`src/sscr_pkg.sv`:
```
// Constants, codes and decode functions for the sampling schedule registers.
// Assumes a single 125 MHz system clock.
package sscr_pkg;
	// Timing
	localparam int CLK_PERIOD_NS  = 8;
	localparam int MS_NS          = 1000000;
	localparam int MS_CYCLES      = MS_NS / CLK_PERIOD_NS;
	localparam int HOLD_TIMEOUT_MS = 200;

	// Register addresses
	localparam logic [15:0] ADDR_SPI_OPS = 16'h0038;
	localparam logic [15:0] ADDR_PERIOD  = 16'h0050;
	localparam logic [15:0] ADDR_STINT   = 16'h0051;
	localparam logic [15:0] ADDR_AUX     = 16'h0052;

	// Fields and reset values
	localparam int HOLD_BIT = 2;
	localparam int AUX_W    = 3;
	localparam logic [7:0] OPS_RST    = 8'h00;
	localparam logic [7:0] PERIOD_RST = 8'h04;
	localparam logic [7:0] STINT_RST  = 8'hFF;
	localparam logic [2:0] AUX_RST    = 3'h0;
	localparam logic [2:0] AUX_SUPPLY_IDLE_HIGH = 3'h4;
	localparam logic [2:0] AUX_SUPPLY_IDLE_LOW  = 3'h5;

	// Sub-bus module select within an address
	localparam int SUBMOD_LSB = 4;
	localparam int SUBMOD_W   = 4;

	// Sampling periods in ms
	typedef logic [9:0] sscr_ms_t;
	localparam sscr_ms_t PER_MS_0 = 10'h00A;
	localparam sscr_ms_t PER_MS_1 = 10'h014;
	localparam sscr_ms_t PER_MS_2 = 10'h028;
	localparam sscr_ms_t PER_MS_3 = 10'h046;
	localparam sscr_ms_t PER_MS_4 = 10'h087;
	localparam sscr_ms_t PER_MS_5 = 10'h1FE;
	localparam sscr_ms_t PER_MS_6 = 10'h3E8;

	function automatic sscr_ms_t period_ms(input logic [7:0] code);
		case (code)
			8'h00: return PER_MS_0;
			8'h01: return PER_MS_1;
			8'h02: return PER_MS_2;
			8'h03: return PER_MS_3;
			8'h04: return PER_MS_4;
			8'h05: return PER_MS_5;
			default: return PER_MS_6;
		endcase
	endfunction

	function automatic logic [SUBMOD_W-1:0] submod_of(input logic [15:0] addr);
		return addr[SUBMOD_LSB +: SUBMOD_W];
	endfunction
endpackage

```
`src/sscr_bus_arbiter.sv`:
```
// Arbiter between the internal processor and SPI on the register bus.
// Assumes both requesters hold their request until granted.
`timescale 1ns/1ns
module sscr_bus_arbiter (
	// Clock and reset
	input  wire logic        clk_sys,
	input  wire logic        rst,
	// Hold control
	input  wire logic        hold,
	// Processor side
	input  wire logic        cpu_req,
	input  wire logic [15:0] cpu_addr,
	output logic             cpu_grant,
	// SPI side
	input  wire logic        spi_req,
	input  wire logic [15:0] spi_addr,
	output logic             spi_grant
);
	logic conflict;
	logic spi_grant_next;
	logic cpu_grant_next;

	always_comb
	begin
		conflict = cpu_req && (sscr_pkg::submod_of(cpu_addr) == sscr_pkg::submod_of(spi_addr));
		// Processor stalled while held
		cpu_grant_next = cpu_req && !hold && !cpu_grant;
		// SPI waits on a busy shared sub-bus unless held
		spi_grant_next = spi_req && !spi_grant && (hold || !conflict);
	end

	always_ff @(posedge clk_sys)
	begin
		if (rst)
		begin
			cpu_grant <= 1'b0;
			spi_grant <= 1'b0;
		end
		else
		begin
			cpu_grant <= cpu_grant_next;
			spi_grant <= spi_grant_next;
		end
	end
endmodule

```
`src/sscr_period_timer.sv`:
```
// Millisecond tick and sampling period timer.
// Assumes clk_sys at the package rate; restart comes from same-clock logic.
`timescale 1ns/1ns
module sscr_period_timer #(
	parameter int MS_CYCLES = sscr_pkg::MS_CYCLES
) (
	// Clock and reset
	input  wire logic       clk_sys,
	input  wire logic       rst,
	// Control
	input  wire logic [7:0] period_code,
	input  wire logic       restart,
	// Events
	output logic            ms_tick,
	output logic            period_done
);
	logic [31:0]          tick_cnt_reg;
	logic [31:0]          tick_cnt_next;
	sscr_pkg::sscr_ms_t   ms_cnt_reg;
	sscr_pkg::sscr_ms_t   ms_cnt_next;
	logic                 ms_tick_next;
	logic                 period_done_next;

	always_comb
	begin
		tick_cnt_next    = tick_cnt_reg + 32'h1;
		ms_cnt_next      = ms_cnt_reg;
		ms_tick_next     = 1'b0;
		period_done_next = 1'b0;
		if (restart)
		begin
			tick_cnt_next = 32'h0;
			ms_cnt_next   = '0;
		end
		else if (tick_cnt_reg == 32'(MS_CYCLES - 1))
		begin
			tick_cnt_next = 32'h0;
			ms_tick_next  = 1'b1;
			// One measurement per elapsed period
			if (ms_cnt_reg + 10'h1 >= sscr_pkg::period_ms(period_code))
			begin
				ms_cnt_next      = '0;
				period_done_next = 1'b1;
			end
			else
				ms_cnt_next = ms_cnt_reg + 10'h1;
		end
	end

	always_ff @(posedge clk_sys)
	begin
		if (rst)
		begin
			tick_cnt_reg <= 32'h0;
			ms_cnt_reg   <= '0;
			ms_tick      <= 1'b0;
			period_done  <= 1'b0;
		end
		else
		begin
			tick_cnt_reg <= tick_cnt_next;
			ms_cnt_reg   <= ms_cnt_next;
			ms_tick      <= ms_tick_next;
			period_done  <= period_done_next;
		end
	end
endmodule

```
`src/sscr_regs.sv`:
```
// Sampling schedule configuration registers with hold, timeout and aux pin.
// Assumes SPI framing and processor logic on clk_sys; requests held until granted.
`timescale 1ns/1ns
// Function
// - While the hold bit (bit 2) is set the processor is stalled and SPI owns the bus.
// - With the hold bit clear, SPI is granted only if the processor is not on its sub-bus.
// - A measurement starts at the end of every sampling period outside a hold; periods ending in a hold give one start after it.
// - Period codes 0..6 give 10,20,40,70,135,510,1000 ms; 7..255 act as 1000 ms.
// - Reset loads period code 4, a 135 ms period.
// - A new period code clears the pressure FIFO once SPI transfers are done.
// - A zero self-test interval disables the periodic self-test.
// - A self-test interval N of 1..255 runs the self-test every N periods.
// - Aux code 100 drives an idle-high supply enable, 101 idle-low; others disable the pin.
// - Clearing the hold ends the wait, runs pending commands, then resumes the schedule.
// - A hold never cleared times out into sleep and discards pending commands.
module sscr_regs #(
	parameter int MS_CYCLES       = sscr_pkg::MS_CYCLES,
	parameter int HOLD_TIMEOUT_MS = sscr_pkg::HOLD_TIMEOUT_MS
) (
	// Clock and reset
	input  wire logic        clk_sys,
	input  wire logic        rst,
	// SPI register access
	input  wire logic        spi_req,
	input  wire logic        spi_we,
	input  wire logic [15:0] spi_addr,
	input  wire logic [7:0]  spi_wdata,
	input  wire logic        spi_xfer_active,
	output logic             spi_grant,
	output logic [7:0]       spi_rdata,
	// Internal processor
	input  wire logic        cpu_req,
	input  wire logic [15:0] cpu_addr,
	output logic             cpu_grant,
	output logic             cpu_stall,
	// Schedule events
	output logic             meas_start,
	output logic             selftest_start,
	output logic             fifo_clear,
	output logic             cmd_exec,
	output logic             cmd_discard,
	output logic             sleep_req,
	output logic             wait_state,
	// Aux pin
	input  wire logic        supply_enable_req,
	output logic             aux_pin_o,
	output logic             aux_pin_oe
);
	typedef enum logic [1:0] {ST_RUN, ST_WAIT, ST_RESUME} sscr_state_t;

	sscr_state_t            state_reg, state_next;
	logic                   hold_reg, hold_next;
	logic [7:0]             period_reg, period_next;
	logic [7:0]             stint_reg, stint_next;
	logic [2:0]             aux_reg, aux_next;
	logic [7:0]             st_cnt_reg, st_cnt_next;
	logic                   clr_pend_reg, clr_pend_next;
	logic                   meas_pend_reg, meas_pend_next;
	logic                   st_pend_reg, st_pend_next;
	logic [15:0]            to_cnt_reg, to_cnt_next;
	logic [7:0]             rdata_next;
	logic                   meas_next, st_next, fclr_next;
	logic                   exec_next, disc_next, sleep_next;
	logic                   pin_o_next, pin_oe_next;
	logic                   wr, wr_period, wr_stint;
	logic                   ms_tick, period_done, st_fire;

	sscr_period_timer #(
		.MS_CYCLES (MS_CYCLES)
	) u_timer (
		.clk_sys     (clk_sys),
		.rst         (rst),
		.period_code (period_reg),
		.restart     (wr_period),
		.ms_tick     (ms_tick),
		.period_done (period_done)
	);

	sscr_bus_arbiter u_arb (
		.clk_sys   (clk_sys),
		.rst       (rst),
		.hold      (hold_reg),
		.cpu_req   (cpu_req),
		.cpu_addr  (cpu_addr),
		.cpu_grant (cpu_grant),
		.spi_req   (spi_req),
		.spi_addr  (spi_addr),
		.spi_grant (spi_grant)
	);

	// Register file and read path
	always_comb
	begin
		wr         = spi_grant && spi_we;
		wr_period  = wr && (spi_addr == sscr_pkg::ADDR_PERIOD);
		wr_stint   = wr && (spi_addr == sscr_pkg::ADDR_STINT);
		period_next = wr_period ? spi_wdata : period_reg;
		stint_next  = wr_stint ? spi_wdata : stint_reg;
		aux_next    = aux_reg;
		if (wr && spi_addr == sscr_pkg::ADDR_AUX)
			aux_next = spi_wdata[sscr_pkg::AUX_W-1:0];
		rdata_next = spi_rdata;
		if (spi_grant && !spi_we)
		begin
			unique case (spi_addr)
				sscr_pkg::ADDR_SPI_OPS: rdata_next = 8'(hold_reg) << sscr_pkg::HOLD_BIT;
				sscr_pkg::ADDR_PERIOD:  rdata_next = period_reg;
				sscr_pkg::ADDR_STINT:   rdata_next = stint_reg;
				sscr_pkg::ADDR_AUX:     rdata_next = {5'h00, aux_reg};
				default:                rdata_next = 8'h00;
			endcase
		end
	end

	// Hold and wait state
	always_comb
	begin
		state_next = state_reg;
		hold_next  = hold_reg;
		to_cnt_next = to_cnt_reg;
		exec_next  = 1'b0;
		disc_next  = 1'b0;
		sleep_next = 1'b0;
		if (wr && spi_addr == sscr_pkg::ADDR_SPI_OPS)
			hold_next = spi_wdata[sscr_pkg::HOLD_BIT];
		unique case (state_reg)
			ST_RUN:
			begin
				to_cnt_next = 16'h0;
				if (hold_reg)
					state_next = ST_WAIT;
			end
			ST_WAIT:
			begin
				if (!hold_reg)
				begin
					state_next = ST_RESUME;
					exec_next  = 1'b1;
				end
				else if (to_cnt_reg == 16'(HOLD_TIMEOUT_MS))
				begin
					state_next = ST_RUN;
					hold_next  = 1'b0;
					disc_next  = 1'b1;
					sleep_next = 1'b1;
				end
				else if (ms_tick)
					to_cnt_next = to_cnt_reg + 16'h1;
			end
			ST_RESUME:
				state_next = ST_RUN;
		endcase
	end

	// Schedule, self-test and FIFO clear
	always_comb
	begin
		st_fire = period_done && (stint_reg != 8'h00) && (st_cnt_reg + 8'h1 >= stint_reg);
		st_cnt_next = st_cnt_reg;
		if (wr_stint || st_fire)
			st_cnt_next = 8'h00;
		else if (period_done && stint_reg != 8'h00)
			st_cnt_next = st_cnt_reg + 8'h1;
		meas_next = 1'b0;
		st_next   = 1'b0;
		meas_pend_next = meas_pend_reg || period_done;
		st_pend_next   = st_pend_reg || st_fire;
		// Periodic work waits for the hold and the pending commands
		if (state_reg == ST_RUN && !hold_reg)
		begin
			meas_next      = meas_pend_next;
			st_next        = st_pend_next;
			meas_pend_next = 1'b0;
			st_pend_next   = 1'b0;
		end
		// Set wins over the clear
		fclr_next     = clr_pend_reg && !spi_xfer_active;
		clr_pend_next = wr_period || (clr_pend_reg && spi_xfer_active);
	end

	// Aux pin
	always_comb
	begin
		pin_o_next  = 1'b0;
		pin_oe_next = 1'b0;
		if (aux_reg == sscr_pkg::AUX_SUPPLY_IDLE_HIGH)
		begin
			pin_oe_next = 1'b1;
			pin_o_next  = !supply_enable_req;
		end
		else if (aux_reg == sscr_pkg::AUX_SUPPLY_IDLE_LOW)
		begin
			pin_oe_next = 1'b1;
			pin_o_next  = supply_enable_req;
		end
	end

	always_ff @(posedge clk_sys)
	begin
		if (rst)
		begin
			state_reg      <= ST_RUN;
			hold_reg       <= sscr_pkg::OPS_RST[sscr_pkg::HOLD_BIT];
			period_reg     <= sscr_pkg::PERIOD_RST;
			stint_reg      <= sscr_pkg::STINT_RST;
			aux_reg        <= sscr_pkg::AUX_RST;
			st_cnt_reg     <= 8'h00;
			clr_pend_reg   <= 1'b0;
			meas_pend_reg  <= 1'b0;
			st_pend_reg    <= 1'b0;
			to_cnt_reg     <= 16'h0;
			spi_rdata      <= 8'h00;
			meas_start     <= 1'b0;
			selftest_start <= 1'b0;
			fifo_clear     <= 1'b0;
			cmd_exec       <= 1'b0;
			cmd_discard    <= 1'b0;
			sleep_req      <= 1'b0;
			wait_state     <= 1'b0;
			cpu_stall      <= 1'b0;
			aux_pin_o      <= 1'b0;
			aux_pin_oe     <= 1'b0;
		end
		else
		begin
			state_reg      <= state_next;
			hold_reg       <= hold_next;
			period_reg     <= period_next;
			stint_reg      <= stint_next;
			aux_reg        <= aux_next;
			st_cnt_reg     <= st_cnt_next;
			clr_pend_reg   <= clr_pend_next;
			meas_pend_reg  <= meas_pend_next;
			st_pend_reg    <= st_pend_next;
			to_cnt_reg     <= to_cnt_next;
			spi_rdata      <= rdata_next;
			meas_start     <= meas_next;
			selftest_start <= st_next;
			fifo_clear     <= fclr_next;
			cmd_exec       <= exec_next;
			cmd_discard    <= disc_next;
			sleep_req      <= sleep_next;
			wait_state     <= (state_next == ST_WAIT);
			cpu_stall      <= hold_next;
			aux_pin_o      <= pin_o_next;
			aux_pin_oe     <= pin_oe_next;
		end
	end
endmodule

```
`config.mk`:
```
export PLATFORM = sky130hd
export DESIGN_NAME = sscr_regs
export DESIGN_NICKNAME = d
export VERILOG_FILES = /design/src/sscr_pkg.sv /design/src/sscr_bus_arbiter.sv /design/src/sscr_period_timer.sv /design/src/sscr_regs.sv
export SDC_FILE = /design/constraint.sdc
export NUM_CORES = 1
export LEC_CHECK = 0
export ABC_AREA = 1
export BUFFER_PORTS_ARGS = -buffer_cell sky130_fd_sc_hd__clkbuf_2
export CORE_UTILIZATION = 50
export DETAILED_ROUTE_END_ITERATION = 7
export GPL_TIMING_DRIVEN = 0
export HOLD_SLACK_MARGIN = 0.08
export PLACE_DENSITY = 0.7
export SYNTH_ARGS = -nofsm -noshare
export SYNTH_HDL_FRONTEND = slang
export SYNTH_SLANG_ARGS = --single-unit
```
`constraint.sdc`:
```
create_clock -name clk_sys -period 2.6 [get_ports clk_sys]
set_clock_uncertainty 0.15 [all_clocks]
set_input_delay 0.52 -clock clk_sys [delete_from_list [all_inputs] [get_ports clk_sys]]
set_output_delay 0.52 -clock clk_sys [all_outputs]
set_load 0.01 [all_outputs]
```
# After elaboration in Yosys (flattened, before gate mapping)
# Cells that the tools add are included.
# op_classes
n_addsub,4
magnitude_cmp,2
n_eq_ne,20
muxes,25
bitwise,4
reduce_logical,41
# ops
cell,n
$pmux 10 s6,1
$eq 16x7->1 const B,3
$mux 16,3
$add 32x1->32 const B,1
$eq 32x17->1 const B,1
$pmux 16 s2,1
$pmux 8 s4,1
$mux 10,3
$add 16x1->16 const B,1
$eq 16x6->1 const B,1
$eq 16x8->1 const B,1
$eq 8x2->1 const B,2
$eq 8x3->1 const B,2
$logic_and 1x1->1,16
$mux 1,12
$add 10x1->10 const B,1
$ge 10x10->1,1
$reduce_or 2->1,5
$reduce_or 3->1,3
$add 8x1->8 const B,1
$eq 8x1->1 const B,1
$ge 8x8->1,1
$logic_not 8->1,1
$reduce_bool 8->1,1
other kinds (14),32
# word_totals
regBits,111
input_bits,47
output_inout_bits,20
word_cells,121

# Logic depth before layout (Yosys ltp)
# Gate-level depths: netlist (run 1).
# depth
word_depth,6
depth_mapped,17
ltp_nobuf,16

# Hierarchy
# Synthesis (run 1) repeated with hierarchy kept, for this count alone.
# hier_totals
cells_unflattened,983
hier_area_um2,6381.1
# modules_own_cells
mod,n_inst,cells_per_inst,area_each_um2,seq_area_each_um2
sscr_regs,1,507,3414.5,1301.2
sscr_period_timer,1,450,2821.5,880.8
sscr_bus_arbiter,1,26,145.1,40.0

# Least setup slack after synthesis (run 1)
# No wires, ideal clock.
# synth_path
kind,register to register
start,reg period_reg[6]
end,reg u_timer.ms_cnt_reg[0]
setup_time_ps,58
arrival_ps,2267
required_ps,2392
slack_ps,125
stages_incl_launch_ff,17
n_path_buf,1
period_less_slack_ps,2475
path_cell_list,dfxtp_1 > inv_1 > nand4_1 > inv_1 > a21oi_1 > nand2_1 > nor2_1 > nor2_1 > ha_1 > a21oi_1 > o21ai_0 > nand2_1 > nand2_1 > nor2_1 > clkbuf_1 > nand3_1 > nand2_1
# synth_between
elab_chain_len,6
elab_cells_between_ends,11
cone_classes,order compare: 1; eq/ne: 5; mux: 4; reduce/logical: 1
# synth_rtl
element,line_no,rtl
from (decl),sscr_regs.sv:53,"logic [7:0] period_reg, period_next;"
from (signal assigned),sscr_regs.sv:204,period_reg <= sscr_pkg::PERIOD_RST;
from (signal assigned),sscr_regs.sv:228,period_reg <= period_next;
"$eq 8x3->1, or another cell as far along",sscr_pkg.sv:41,case (code)
$pmux 10 s6 (*),sscr_pkg.sv:41,
$mux 10 (*),sscr_period_timer.sv:35,else if (tick_cnt_reg == 32'(MS_CYCLES - 1))
$mux 10 (*),sscr_period_timer.sv:30,if (restart)
$ge 10x10->1 (*),sscr_period_timer.sv:40,if (ms_cnt_reg + 10'h1 >= sscr_pkg::period_ms(period_code))
$mux 10 (*),sscr_period_timer.sv:40,
to (signal assigned),sscr_period_timer.sv:62,ms_cnt_reg <= ms_cnt_next;
to (decl),sscr_period_timer.sv:19,sscr_pkg::sscr_ms_t ms_cnt_reg;
# Mark *: on every way between the ends. The rest lies on a longest branch, timed or not. The select of a mux whose other input is x is not followed.
# A chain may end at the register's enable or synchronous reset.

# Worst setup path after layout (run 1)
# layout_path
start,reg period_reg[4]
end,reg u_timer.ms_cnt_reg[9]
# The elaborated chain is that of the path after synthesis.

==> metrics.md, run 1 <==
| Metric | Value |
|---|---|
| Outcome | complete, but fails checks |
| Failing checks | negative setup slack |
| Final ANT Viol Nets | 0 |
| Max Slew Vio Count | 0 |
| Placed cells | 1201 |
| Slew headroom | 59.7% |
| Worst-path cell chain | inv_2, nand4_1, buf_6, nor4_4, inv_1, buf_4, nand2_1, nor2_2, ha_1, a21oi_1, o21ai_0, nand2_1, nand2_1, nor2_4, buf_6, nand3_1, nand2_1 |
| Via-to-Cell Ratio | 4.97 |
| Die ar. | 13400 sq um |
| Clock transition at the registers of the reported paths | 0.08 ns |
| Syn Inst Count | 976 |
| IO Count | 67 |
| Worst setup path class | register to register |
| N_diodes | 0 |
| Iteration count of the initial detailed-routing pass | 6 |
| R2R cell count | 17 |
| Most frequent CP cell | nand2_1 |
| Worst Tran Pin Value | 0.602 ns |
| Smallest hold slack | 0.176 ns |
| Initial antenna violation count | 0 |
| DR WL met2 | 7100 um |
| Max reg flops | 32 |
| R2r setup slk | -0.02 ns |
| Final GP Congestion | 0.881 |
| Hold Crit Class | input pin to register |
| Final non-filler cell total | 1226 |
| Number of synthesized flops with an enable pin | 0 |
| Synth unique cells | 42 |
| Highest routed layer | met4 |
| Post-synth ARST share | 0% |
| Commonest non-fill, non-tap cells in the layout | nand2_1 (246), nor2_1 (142), inv_1 (131) |
| Mapped Nets | 1048 |
| Met3 Wirelength | 726 um |
| Drc violations | 0 |
| Hpwl dp | 11500 um |
| Slowest-stage cell, CP | ha_1 |
| GRT overflow | 0 |
| Later-pin clock latency in the skew report | 0.36 ns |
| Period utilisation layout | 101% |
| Most common cell after layout, fill and taps aside | nand2_1 |
| Register bit count reported by yosys | 111 |
| Number of nets in the layout | 1121 |
| Vias | 6093 |
| CTS HTree Levels | 3 |
| Clock Tree Root | clkbuf_16 |
| Unrepaired setup endpoints after global routing | yes |
| Total of warnings raised by yosys | 0 |
| Final Hold Fails | 0 |
| Setup total negative slack | -0.0374 ns |
| WP data required | 2.76 ns |
| Worst Path Arrival | 2.78 ns |
| Chip height | 116 um |
| Core footprint | 12600 sq um |
| Total Wirelength | 15600 um |
| CP Capture Type | register |
| Routed length per instance | 12.7 um |
| Layout filler cell count | 1244 |
| Peak supply drop | 474 uV |
| TritonCTS clock tree | built |
| Core Util, Final | 59.5% |
| Critical Path Source | period_reg[4] |
| Largest net degree at the start of global routing | 19 |
| Layout cell share with drive strength beyond 1 | 15.7% |
| M1 wire length | 7570 um |
| All-Layer GR Usage | 24.4% |
| Via count of the first global-routing pass | 5469 |
| Most used DFF post-synth | dfxtp_1 |
| Syn Area/Cell | 6.64 sq um |
| Setup-failing EPs final | 3 |
| CP Launch Type | register |
| Area grow syn2layout | 15.8% |
| Initial DRC count | 374 |
| CTS Buf Count | 9 |
| Initial Utilization | 51.4% |
| P per Cell Area | 441 nW/um^2 |
| CTS max path bufs | 2 |
| RR Startpoint | period_reg[4] |
| F_max | 381 MHz |
| Number of cell rows | 41 |
| Lkg Pwr | 3.31 nW |
| # Max-Cap Violations | 0 |
| Minimum clock period | 2.62 ns |
| Total power after layout | 3.31 mW |
| TritonCTS Sinks | 111 |
| Setup WS post-layout | -0.0232 ns |
| Post-synthesis sequential area ratio | 34.3% |
| Die Span X | 116 um |
| Critical Path Fanout Max | 7 |
| First-pass GRT wire length | 25600 um |
| Worst reg2reg endpoint | u_timer.ms_cnt_reg[9] |
| PortBufs | 53 |
| Mapped Area | 6480 sq um |
| CP max stage delay | 0.33 ns |
| Critical Path Sink | u_timer.ms_cnt_reg[9] |
cell type report:
class	count	area (sq um)	share of cell area [%]
clock buffer	11	243	3.23
timing repair buffer	62	340	4.53
inverter	144	552	7.35
clock inverter	5	61.3	0.817
multi-input combinational	703	3720	49.6
sequential	111	2240	29.8
tap	172	215	2.87
buffer	18	139	1.85
how the worst min path moves through the flow:
| stage | start | slack (ns) | to | depth (start not counted) |
|---|---|---|---|---|
| after detailed placement | u_arb.cpu_grant | 0.26 | u_arb.cpu_grant | 1 |
| after global placement | u_arb.cpu_grant | 0.26 | u_arb.cpu_grant | 1 |
| after global routing | spi_xfer_active | 0.17 | fifo_clear | 2 |
| after CTS | spi_xfer_active | 0.17 | fifo_clear | 2 |
| after floorplan | u_timer.tick_cnt_reg[0] | 0.27 | u_timer.tick_cnt_reg[0] | 1 |
| final | spi_xfer_active | 0.18 | fifo_clear | 2 |
where the power goes:
| group | switching (mW) | internal [mW] |
|---|---|---|
| combinational | 0.104 | 0.0590 |
| clock | 0.661 | 0.784 |
| sequential | 0.00434 | 1.70 |
cell usage after synthesis (9+ instances only):
master / count / area (sq um)
nor3_1: 29 / 145
nand3_1: 63 / 315
nand4_1: 19 / 119
nand2_1: 249 / 935
inv_1: 140 / 526
o22ai_1: 13 / 81.3
a21oi_1: 40 / 200
dfxtp_1: 111 / 2220
xor2_1: 31 / 272
ha_1: 25 / 313
xnor2_1: 9 / 78.8
o21ai_0: 19 / 95.1
nor2_1: 149 / 559
kinds of logic (layout without fill, tap and decap cells):
group           Yosys count  after routing  synth area share (%)
simple gates            547            547                  36.9
buf+inv                 162            240                  10.4
flops                   111            111                  34.3
compound gates           91             91                  8.15
xor+xnor                 40             40                  5.40
fa+ha+maj                25             25                  4.83
metal layers:
metal  global-route usage (%)  vias to the layer above
met4                     6.41                        0
met2                     40.0                      141
met1                     32.4                     2684
met5                        0                        -
li1                         -                     3247
met3                     5.54                       21
metrics by stage:
stage	setup WS, ns	instance area [sq um]
4_1_cts	0.0138	7320
5_1_grt	-0.160	7510
6_report	-0.0232	7510
3_3_place_gp	-0.352	6960
3_5_place_dp	-0.346	6960
2_1_floorplan	0.125	6480
critical path, delay by kind of cell, from the launching register on:
family / cells / cell delay (ns)
buffers and inverters: 5 / 0.65
AND/OR/NAND/NOR: 9 / 0.90
adder cells (fa/ha/maj): 1 / 0.33
flip-flops: 1 / 0.32
AO/OA/AOI/OAI: 2 / 0.21
what timing repair did:
action,4_1_cts,5_1_grt
endpoints found under the hold margin,0,0
gates resized for setup,10,50
buffers inserted,2,6
pin swaps,2,16
setup endpoints to repair,10,19
hold buffers,0,0
cloned,0,1
Power figures use the tool's default switching activity.
==> inputs of run 2 (changes only) <==
Settings changed: GPL_TIMING_DRIVEN 0 to default, PLACE_DENSITY 0.7 to 0.67.
Clock period 2.6 ns to 2.9 ns, I/O delays scaled along.
==> metrics.md, run 2 (synthesized netlist as in run 1, its figures left out) <==
| Metric | Value |
|---|---|
| First-pass GRT wire length | 24700 um (was 25600 um) |
| Max reg flops | 32 (unchanged) |
| CTS HTree Levels | 3 (unchanged) |
| Setup total negative slack | 0 ns (was -0.0374 ns) |
| Lkg Pwr | 3.22 nW (was 3.31 nW) |
| Internal Pwr Total | 2.16 mW (was 2.55 mW) |
| Max Slew Vio Count | 0 (unchanged) |
| Vias | 5963 (was 6093) |
| Clock Tree Root | clkbuf_16 (unchanged) |
| R2R cell count | 16 (was 17) |
| RR Startpoint | period_reg[2] (was period_reg[4]) |
| Placed cells | 1201 (unchanged) |
| Slowest-stage cell, CP | dfxtp_1 (was ha_1) |
| Setup-failing EPs final | 0 (was 3) |
| TritonCTS Sinks | 111 (unchanged) |
| WP data required | 3.00 ns (was 2.76 ns) |
| Sequential fraction of design power | 54.3% (was 51.5%) |
| P per Cell Area | 389 nW/um^2 (was 441 nW/um^2) |
| Core footprint | 12600 sq um (unchanged) |
| Hold Crit Class | input pin to register (unchanged) |
| Final ANT Viol Nets | 0 (unchanged) |
| Sw Pwr | 0.665 mW (was 0.769 mW) |
| Smallest hold slack | 0.234 ns (was 0.176 ns) |
| F_max | 382 MHz (was 381 MHz) |
| Drc violations | 0 (unchanged) |
| N_diodes | 0 (unchanged) |
| R2r setup slk | 0.28 ns (was -0.02 ns) |
| Number of cell rows | 41 (unchanged) |
| Area grow syn2layout | 12.0% (was 15.8%) |
| # Max-Cap Violations | 0 (unchanged) |
| Total Wirelength | 14600 um (was 15600 um) |
| Via count of the first global-routing pass | 5430 (was 5469) |
| Initial DRC count | 410 (was 374) |
| CP Buf/Inv Count | 3 (was 5) |
| Number of nets in the layout | 1113 (was 1121) |
| TritonCTS clock tree | built (unchanged) |
| GRT overflow | 0 (unchanged) |
| Worst Hold Path EP | fifo_clear (unchanged) |
| IO Count | 67 (unchanged) |
| Commonest non-fill, non-tap cells in the layout | nand2_1 (249), nor2_1 (148), inv_1 (140) (was nand2_1 (246), nor2_1 (142), inv_1 (131)) |
| CTS max path bufs | 2 (unchanged) |
| Worst Tran Pin Value | 0.874 ns (was 0.602 ns) |
| Cell area after placement | 6960 sq um (about the same) |
| HP Start | spi_xfer_active (unchanged) |
| Most common cell after layout, fill and taps aside | nand2_1 (unchanged) |
| Most frequent CP cell | nand2_1 (unchanged) |
| Crit-path leading delay family | simple AND/OR/NAND/NOR gates (unchanged) |
| Die ar. | 13400 sq um (unchanged) |
| Minimum clock period | 2.62 ns (about the same) |
| Unrepaired setup endpoints after global routing | no (was yes) |
| Hpwl dp | 11300 um (was 11500 um) |
| Outcome | completed (was complete, but fails checks) |
| Sw frac | 23.5% (was 23.2%) |
| Worst setup path class | register to register (unchanged) |
| Core Util, Final | 57.6% (was 59.5%) |
| Design area | 7260 sq um (was 7510 sq um) |
| Critical Path Fanout Max | 11 (was 7) |
| Routed length per instance | 12.0 um (was 12.7 um) |
| CTS Buf Count | 9 (unchanged) |
| Largest net degree at the start of global routing | 27 (was 19) |
| All-Layer GR Usage | 23.3% (was 24.4%) |
| Worst reg2reg endpoint | u_timer.ms_cnt_reg[7] (was u_timer.ms_cnt_reg[9]) |
| Combinational Power Share | 4.7% (was 4.9%) |
| Iteration count of the initial detailed-routing pass | 5 (was 6) |
| Initial Utilization | 51.4% (unchanged) |
| CP Capture Type | register (unchanged) |
| Worst Path Arrival | 2.72 ns (was 2.78 ns) |
| CP max stage delay | 0.35 ns (was 0.33 ns) |
| PortBufs | 54 (was 53) |
| Final Hold Fails | 0 (unchanged) |
| Worst-path cell chain | inv_1, nand2_1, nor3_1, a21oi_1, nand2_1, nor2_1, buf_4, inv_1, ha_1, nand2_1, nor2_1, nand2_1, o21ai_0, nor2_4, nand3_1, nand2_1 (was inv_2, nand4_1, buf_6, nor4_4, inv_1, buf_4, nand2_1, nor2_2, ha_1, a21oi_1, o21ai_0, nand2_1, nand2_1, nor2_4, buf_6, nand3_1, nand2_1) |
| Slew headroom | 41.5% (was 59.7%) |
| Layout cell share with drive strength beyond 1 | 12.0% (was 15.7%) |
| Final non-filler cell total | 1218 (was 1226) |
| Clock transition at the registers of the reported paths | 0.07 ns (was 0.08 ns) |
| Chip height | 116 um (unchanged) |
| Final GP Congestion | 0.896 (was 0.881) |
| Period utilisation layout | 90.4% (was 101%) |
| Initial antenna violation count | 0 (unchanged) |
| CP Launch Type | register (unchanged) |
| Hold-critical path depth | 2 (unchanged) |
| Via-to-Cell Ratio | 4.90 (was 4.97) |
| Die Span X | 116 um (unchanged) |
| Clock power frac | 41.0% (was 43.6%) |
| Later-pin clock latency in the skew report | 0.36 ns (about the same) |
| Peak supply drop | 342 uV (was 474 uV) |
| Crit. path cell count | 16 (was 17) |
run 2: changes by cell type in the layout (fill, tap and decap cells not counted), sizes merged:
cell,change
buf,-6
clkbuf,-2
clkinv,+1
clkinvlp,+1
bufinv,-1
inv,-1
run 2: final cells by class:
class	instances	area, sq um
Tap cell	172	215
Multi-Input combinational cell	703	3610
Fill cell	1280	5360
Clock buffer	11	233
Timing Repair Buffer	72	405
Clock inverter	5	33.8
Sequential cell	111	2220
Inverter	144	546
run 2: metal layers:
layer  track usage [%]  vias to the layer above  wire (um)
met1              31.8                     2614       7410
met3              4.24                       14        592
met5                 0                        -          0
li1                  -                     3228          -
met4              6.84                        0        212
met2              37.5                      107       6400
run 2: power by group through the flow:
| stage | combinational [mW] | sequential [mW] | clock [mW] |
|---|---|---|---|
| final | 0.134 | 1.53 | 1.16 |
| after global routing | 0.148 | 1.53 | 1.24 |
| after CTS | 0.135 | 1.53 | 1.20 |
| after detailed placement | 0.135 | 1.57 | 0 |
| after global placement | 0.135 | 1.57 | 0 |
| after floorplan | 0.0864 | 1.57 | 0 |
run 2: metrics by stage:
step / setup slack [ns] / total power [mW]
2_1_floorplan: 0.425 / 1.66
3_3_place_gp: -0.106 / 1.70
3_5_place_dp: -0.104 / 1.70
4_1_cts: 0.0792 / 2.86
5_1_grt: 0.0192 / 2.93
6_report: 0.279 / 2.82
run 2: how the worst max path moves through the flow:
stage,startpoint,endpoint
after global placement,period_reg[6],u_timer.ms_cnt_reg[8]
after floorplan,period_reg[6],u_timer.ms_cnt_reg[0]
after detailed placement,period_reg[6],u_timer.ms_cnt_reg[7]
after CTS,period_reg[6],u_timer.ms_cnt_reg[7]
after global routing,u_timer.ms_cnt_reg[0],u_timer.ms_cnt_reg[7]
final,period_reg[2],u_timer.ms_cnt_reg[7]
run 2: repair_timing:
| action | 4_1_cts | 5_1_grt |
|---|---|---|
| setup buffers | 0 | 1 |
| pin swaps | 0 | 1 |
| endpoints found under the setup margin | 11 | 11 |
| resized for setup | 1 | 4 |
| hold buffers | 0 | 0 |
==> inputs of run 3 (changes only) <==
Settings changed: PLACE_DENSITY 0.67 to 0.7.
Clock period 2.9 ns to 2.2 ns, I/O delays scaled along.
==> metrics.md, run 3 (synthesized netlist as in run 1, its figures left out) <==
| Metric | Value |
|---|---|
| Sw Pwr | 0.901 mW (was 0.665 mW) |
| Number of cell rows | 41 (unchanged) |
| CP max stage delay | 0.34 ns (was 0.35 ns) |
| All-Layer GR Usage | 24.2% (was 23.3%) |
| Total Wirelength | 15400 um (was 14600 um) |
| Drc violations | 0 (unchanged) |
| Max reg flops | 32 (unchanged) |
| Hold Crit Class | input pin to register (unchanged) |
| Number of nets in the layout | 1143 (was 1113) |
| Critical Path Fanout Max | 3 (was 11) |
| Peak supply drop | 674 uV (was 342 uV) |
| Setup WS post-layout | -0.198 ns (was 0.279 ns) |
| Later-pin clock latency in the skew report | 0.36 ns (about the same) |
| F_max | 417 MHz (was 382 MHz) |
| Most common cell after layout, fill and taps aside | nand2_1 (unchanged) |
| Chip height | 116 um (unchanged) |
| Slew headroom | 33.9% (was 41.5%) |
| CP Capture Type | register (unchanged) |
| Minimum clock period | 2.40 ns (was 2.62 ns) |
| Worst-path cell chain | inv_1, nor2_2, inv_2, nor3_4, a21oi_4, buf_4, buf_4, inv_1, nor2_1, ha_1, o21ai_0, nand2_1, nand2_1, o21ai_1, nor2_2, buf_4, nand3_1, nand2_1 (was inv_1, nand2_1, nor3_1, a21oi_1, nand2_1, nor2_1, buf_4, inv_1, ha_1, nand2_1, nor2_1, nand2_1, o21ai_0, nor2_4, nand3_1, nand2_1) |
| Unrepaired setup endpoints after global routing | yes (was no) |
| Max Slew Vio Count | 0 (unchanged) |
| Commonest non-fill, non-tap cells in the layout | nand2_1 (243), nor2_1 (135), inv_1 (133) (was nand2_1 (249), nor2_1 (148), inv_1 (140)) |
| Worst setup path class | register to register (unchanged) |
| TritonCTS Sinks | 111 (unchanged) |
| Worst Path Arrival | 2.50 ns (was 2.72 ns) |
| Routed length per instance | 12.3 um (was 12.0 um) |
| First-pass GRT wire length | 25700 um (was 24700 um) |
| Hpwl dp | 11400 um (was 11300 um) |
| Via count of the first global-routing pass | 5660 (was 5430) |
| Die Span X | 116 um (unchanged) |
| Largest net degree at the start of global routing | 27 (unchanged) |
| Sw frac | 22.4% (was 23.5%) |
| CTS HTree Levels | 3 (unchanged) |
| Period utilisation layout | 109% (was 90.4%) |
| Internal Pwr Total | 3.12 mW (was 2.16 mW) |
| Failing checks | negative setup slack |
| Clock power frac | 45.4% (was 41.0%) |
| CP Launch Type | register (unchanged) |
| Setup-failing EPs final | 11 (was 0) |
| Outcome | complete, but fails checks (was completed) |
| Initial antenna violation count | 0 (unchanged) |
| Initial DRC count | 379 (was 410) |
| Via-to-Cell Ratio | 4.93 (was 4.90) |
| CTS Buf Count | 9 (unchanged) |
| Smallest hold slack | 0.0979 ns (was 0.234 ns) |
| Layout cell share with drive strength beyond 1 | 19.3% (was 12.0%) |
| N_diodes | 0 (unchanged) |
| Final Hold Fails | 0 (unchanged) |
| Lkg Pwr | 3.46 nW (was 3.22 nW) |
| IO Count | 67 (unchanged) |
| PortBufs | 54 (unchanged) |
| # Max-Cap Violations | 0 (unchanged) |
| Cell area after placement | 7180 sq um (was 6960 sq um) |
| Sequential fraction of design power | 50.2% (was 54.3%) |
| CTS max path bufs | 2 (unchanged) |
| Die ar. | 13400 sq um (unchanged) |
| Clock Tree Root | clkbuf_16 (unchanged) |
| Combinational Power Share | 4.4% (was 4.7%) |
| Core footprint | 12600 sq um (unchanged) |
| Vias | 6152 (was 5963) |
| Final ANT Viol Nets | 0 (unchanged) |
| Area grow syn2layout | 20.9% (was 12.0%) |
| Clock transition at the registers of the reported paths | 0.07 ns (about the same) |
| Design area | 7840 sq um (was 7260 sq um) |
| Worst Tran Pin Value | 0.989 ns (was 0.874 ns) |
| TritonCTS clock tree | built (unchanged) |
| P per Cell Area | 513 nW/um^2 (was 389 nW/um^2) |
| WP data required | 2.30 ns (was 3.00 ns) |
| Initial Utilization | 51.4% (unchanged) |
| GRT overflow | 0 (unchanged) |
| Final GP Congestion | 0.896 (about the same) |
| Slowest-stage cell, CP | dfxtp_1 (unchanged) |
| Iteration count of the initial detailed-routing pass | 6 (was 5) |
-- run 3: cell type report --
cell class,count,area (sq um)
fillers,1214,4780
multi-input cells,703,3850
flip-flops and latches,111,2240
repair buffers,102,653
inverters,144,548
clock buffers,11,243
well taps,172,215
clock inverters,5,87.6
-- run 3: power groups by stage --
stage,Combinational (mW),Sequential (mW),Clock (mW)
after floorplan,0.114,2.07,0
after global placement,0.174,2.07,0
after detailed placement,0.176,2.07,0
after CTS,0.178,2.02,1.86
after global routing,0.197,2.02,1.94
final,0.178,2.02,1.82
-- run 3: repair_timing --
item                                    in CTS  in global routing
endpoints found under the setup margin      21                 21
hold endpoints to repair                     0                  0
hold buffers                                 0                  0
pin swaps                                   19                 20
buffers inserted                             2                  3
gates resized for setup                     27                 48
-- run 3: final timing paths --
check,start,endpoint,slack (ns),depth (start not counted)
worst min-delay path,spi_xfer_active,fifo_clear,0.1,2
worst min register to register,u_arb.cpu_grant,u_arb.cpu_grant,0.27,1
worst max register to register,period_reg[2],u_timer.ms_cnt_reg[0],-0.20,18
worst max-delay path,period_reg[2],u_timer.ms_cnt_reg[0],-0.20,18
-- run 3: layer usage --
metal	GRT usage [%]	part of all wire [%]	vias up
met1	31.6	48	2733
met2	40.7	47	134
met5	0	0	-
met3	5.18	4.5	11
met4	5.56	0.80	0
li1	-	-	3274
-- run 3: worst max-delay path, delay by kind of cell (launching register included) --
family	cells	cell delay, ns
simple gates	8	0.67
buf+inv	6	0.60
flops	1	0.34
compound gates	3	0.27
fa+ha+maj	1	0.25
-- run 3: per-stage QoR --
| step | TNS [ns] | std cells | setup slack (ns) | total power, mW | utilization [%] |
|---|---|---|---|---|---|
| floorplan | -1.27 | 976 | -0.133 | 2.18 | - |
| global placement | -2.34 | 1227 | -0.187 | 2.24 | 56.9 |
| detailed placement | -3.26 | 1227 | -0.259 | 2.24 | 56.9 |
| CTS | -1.97 | 1245 | -0.192 | 4.06 | 60.6 |
| global route | -4.88 | 1248 | -0.403 | 4.16 | 62.1 |
| finish | -1.97 | 1248 | -0.198 | 4.02 | 62.1 |
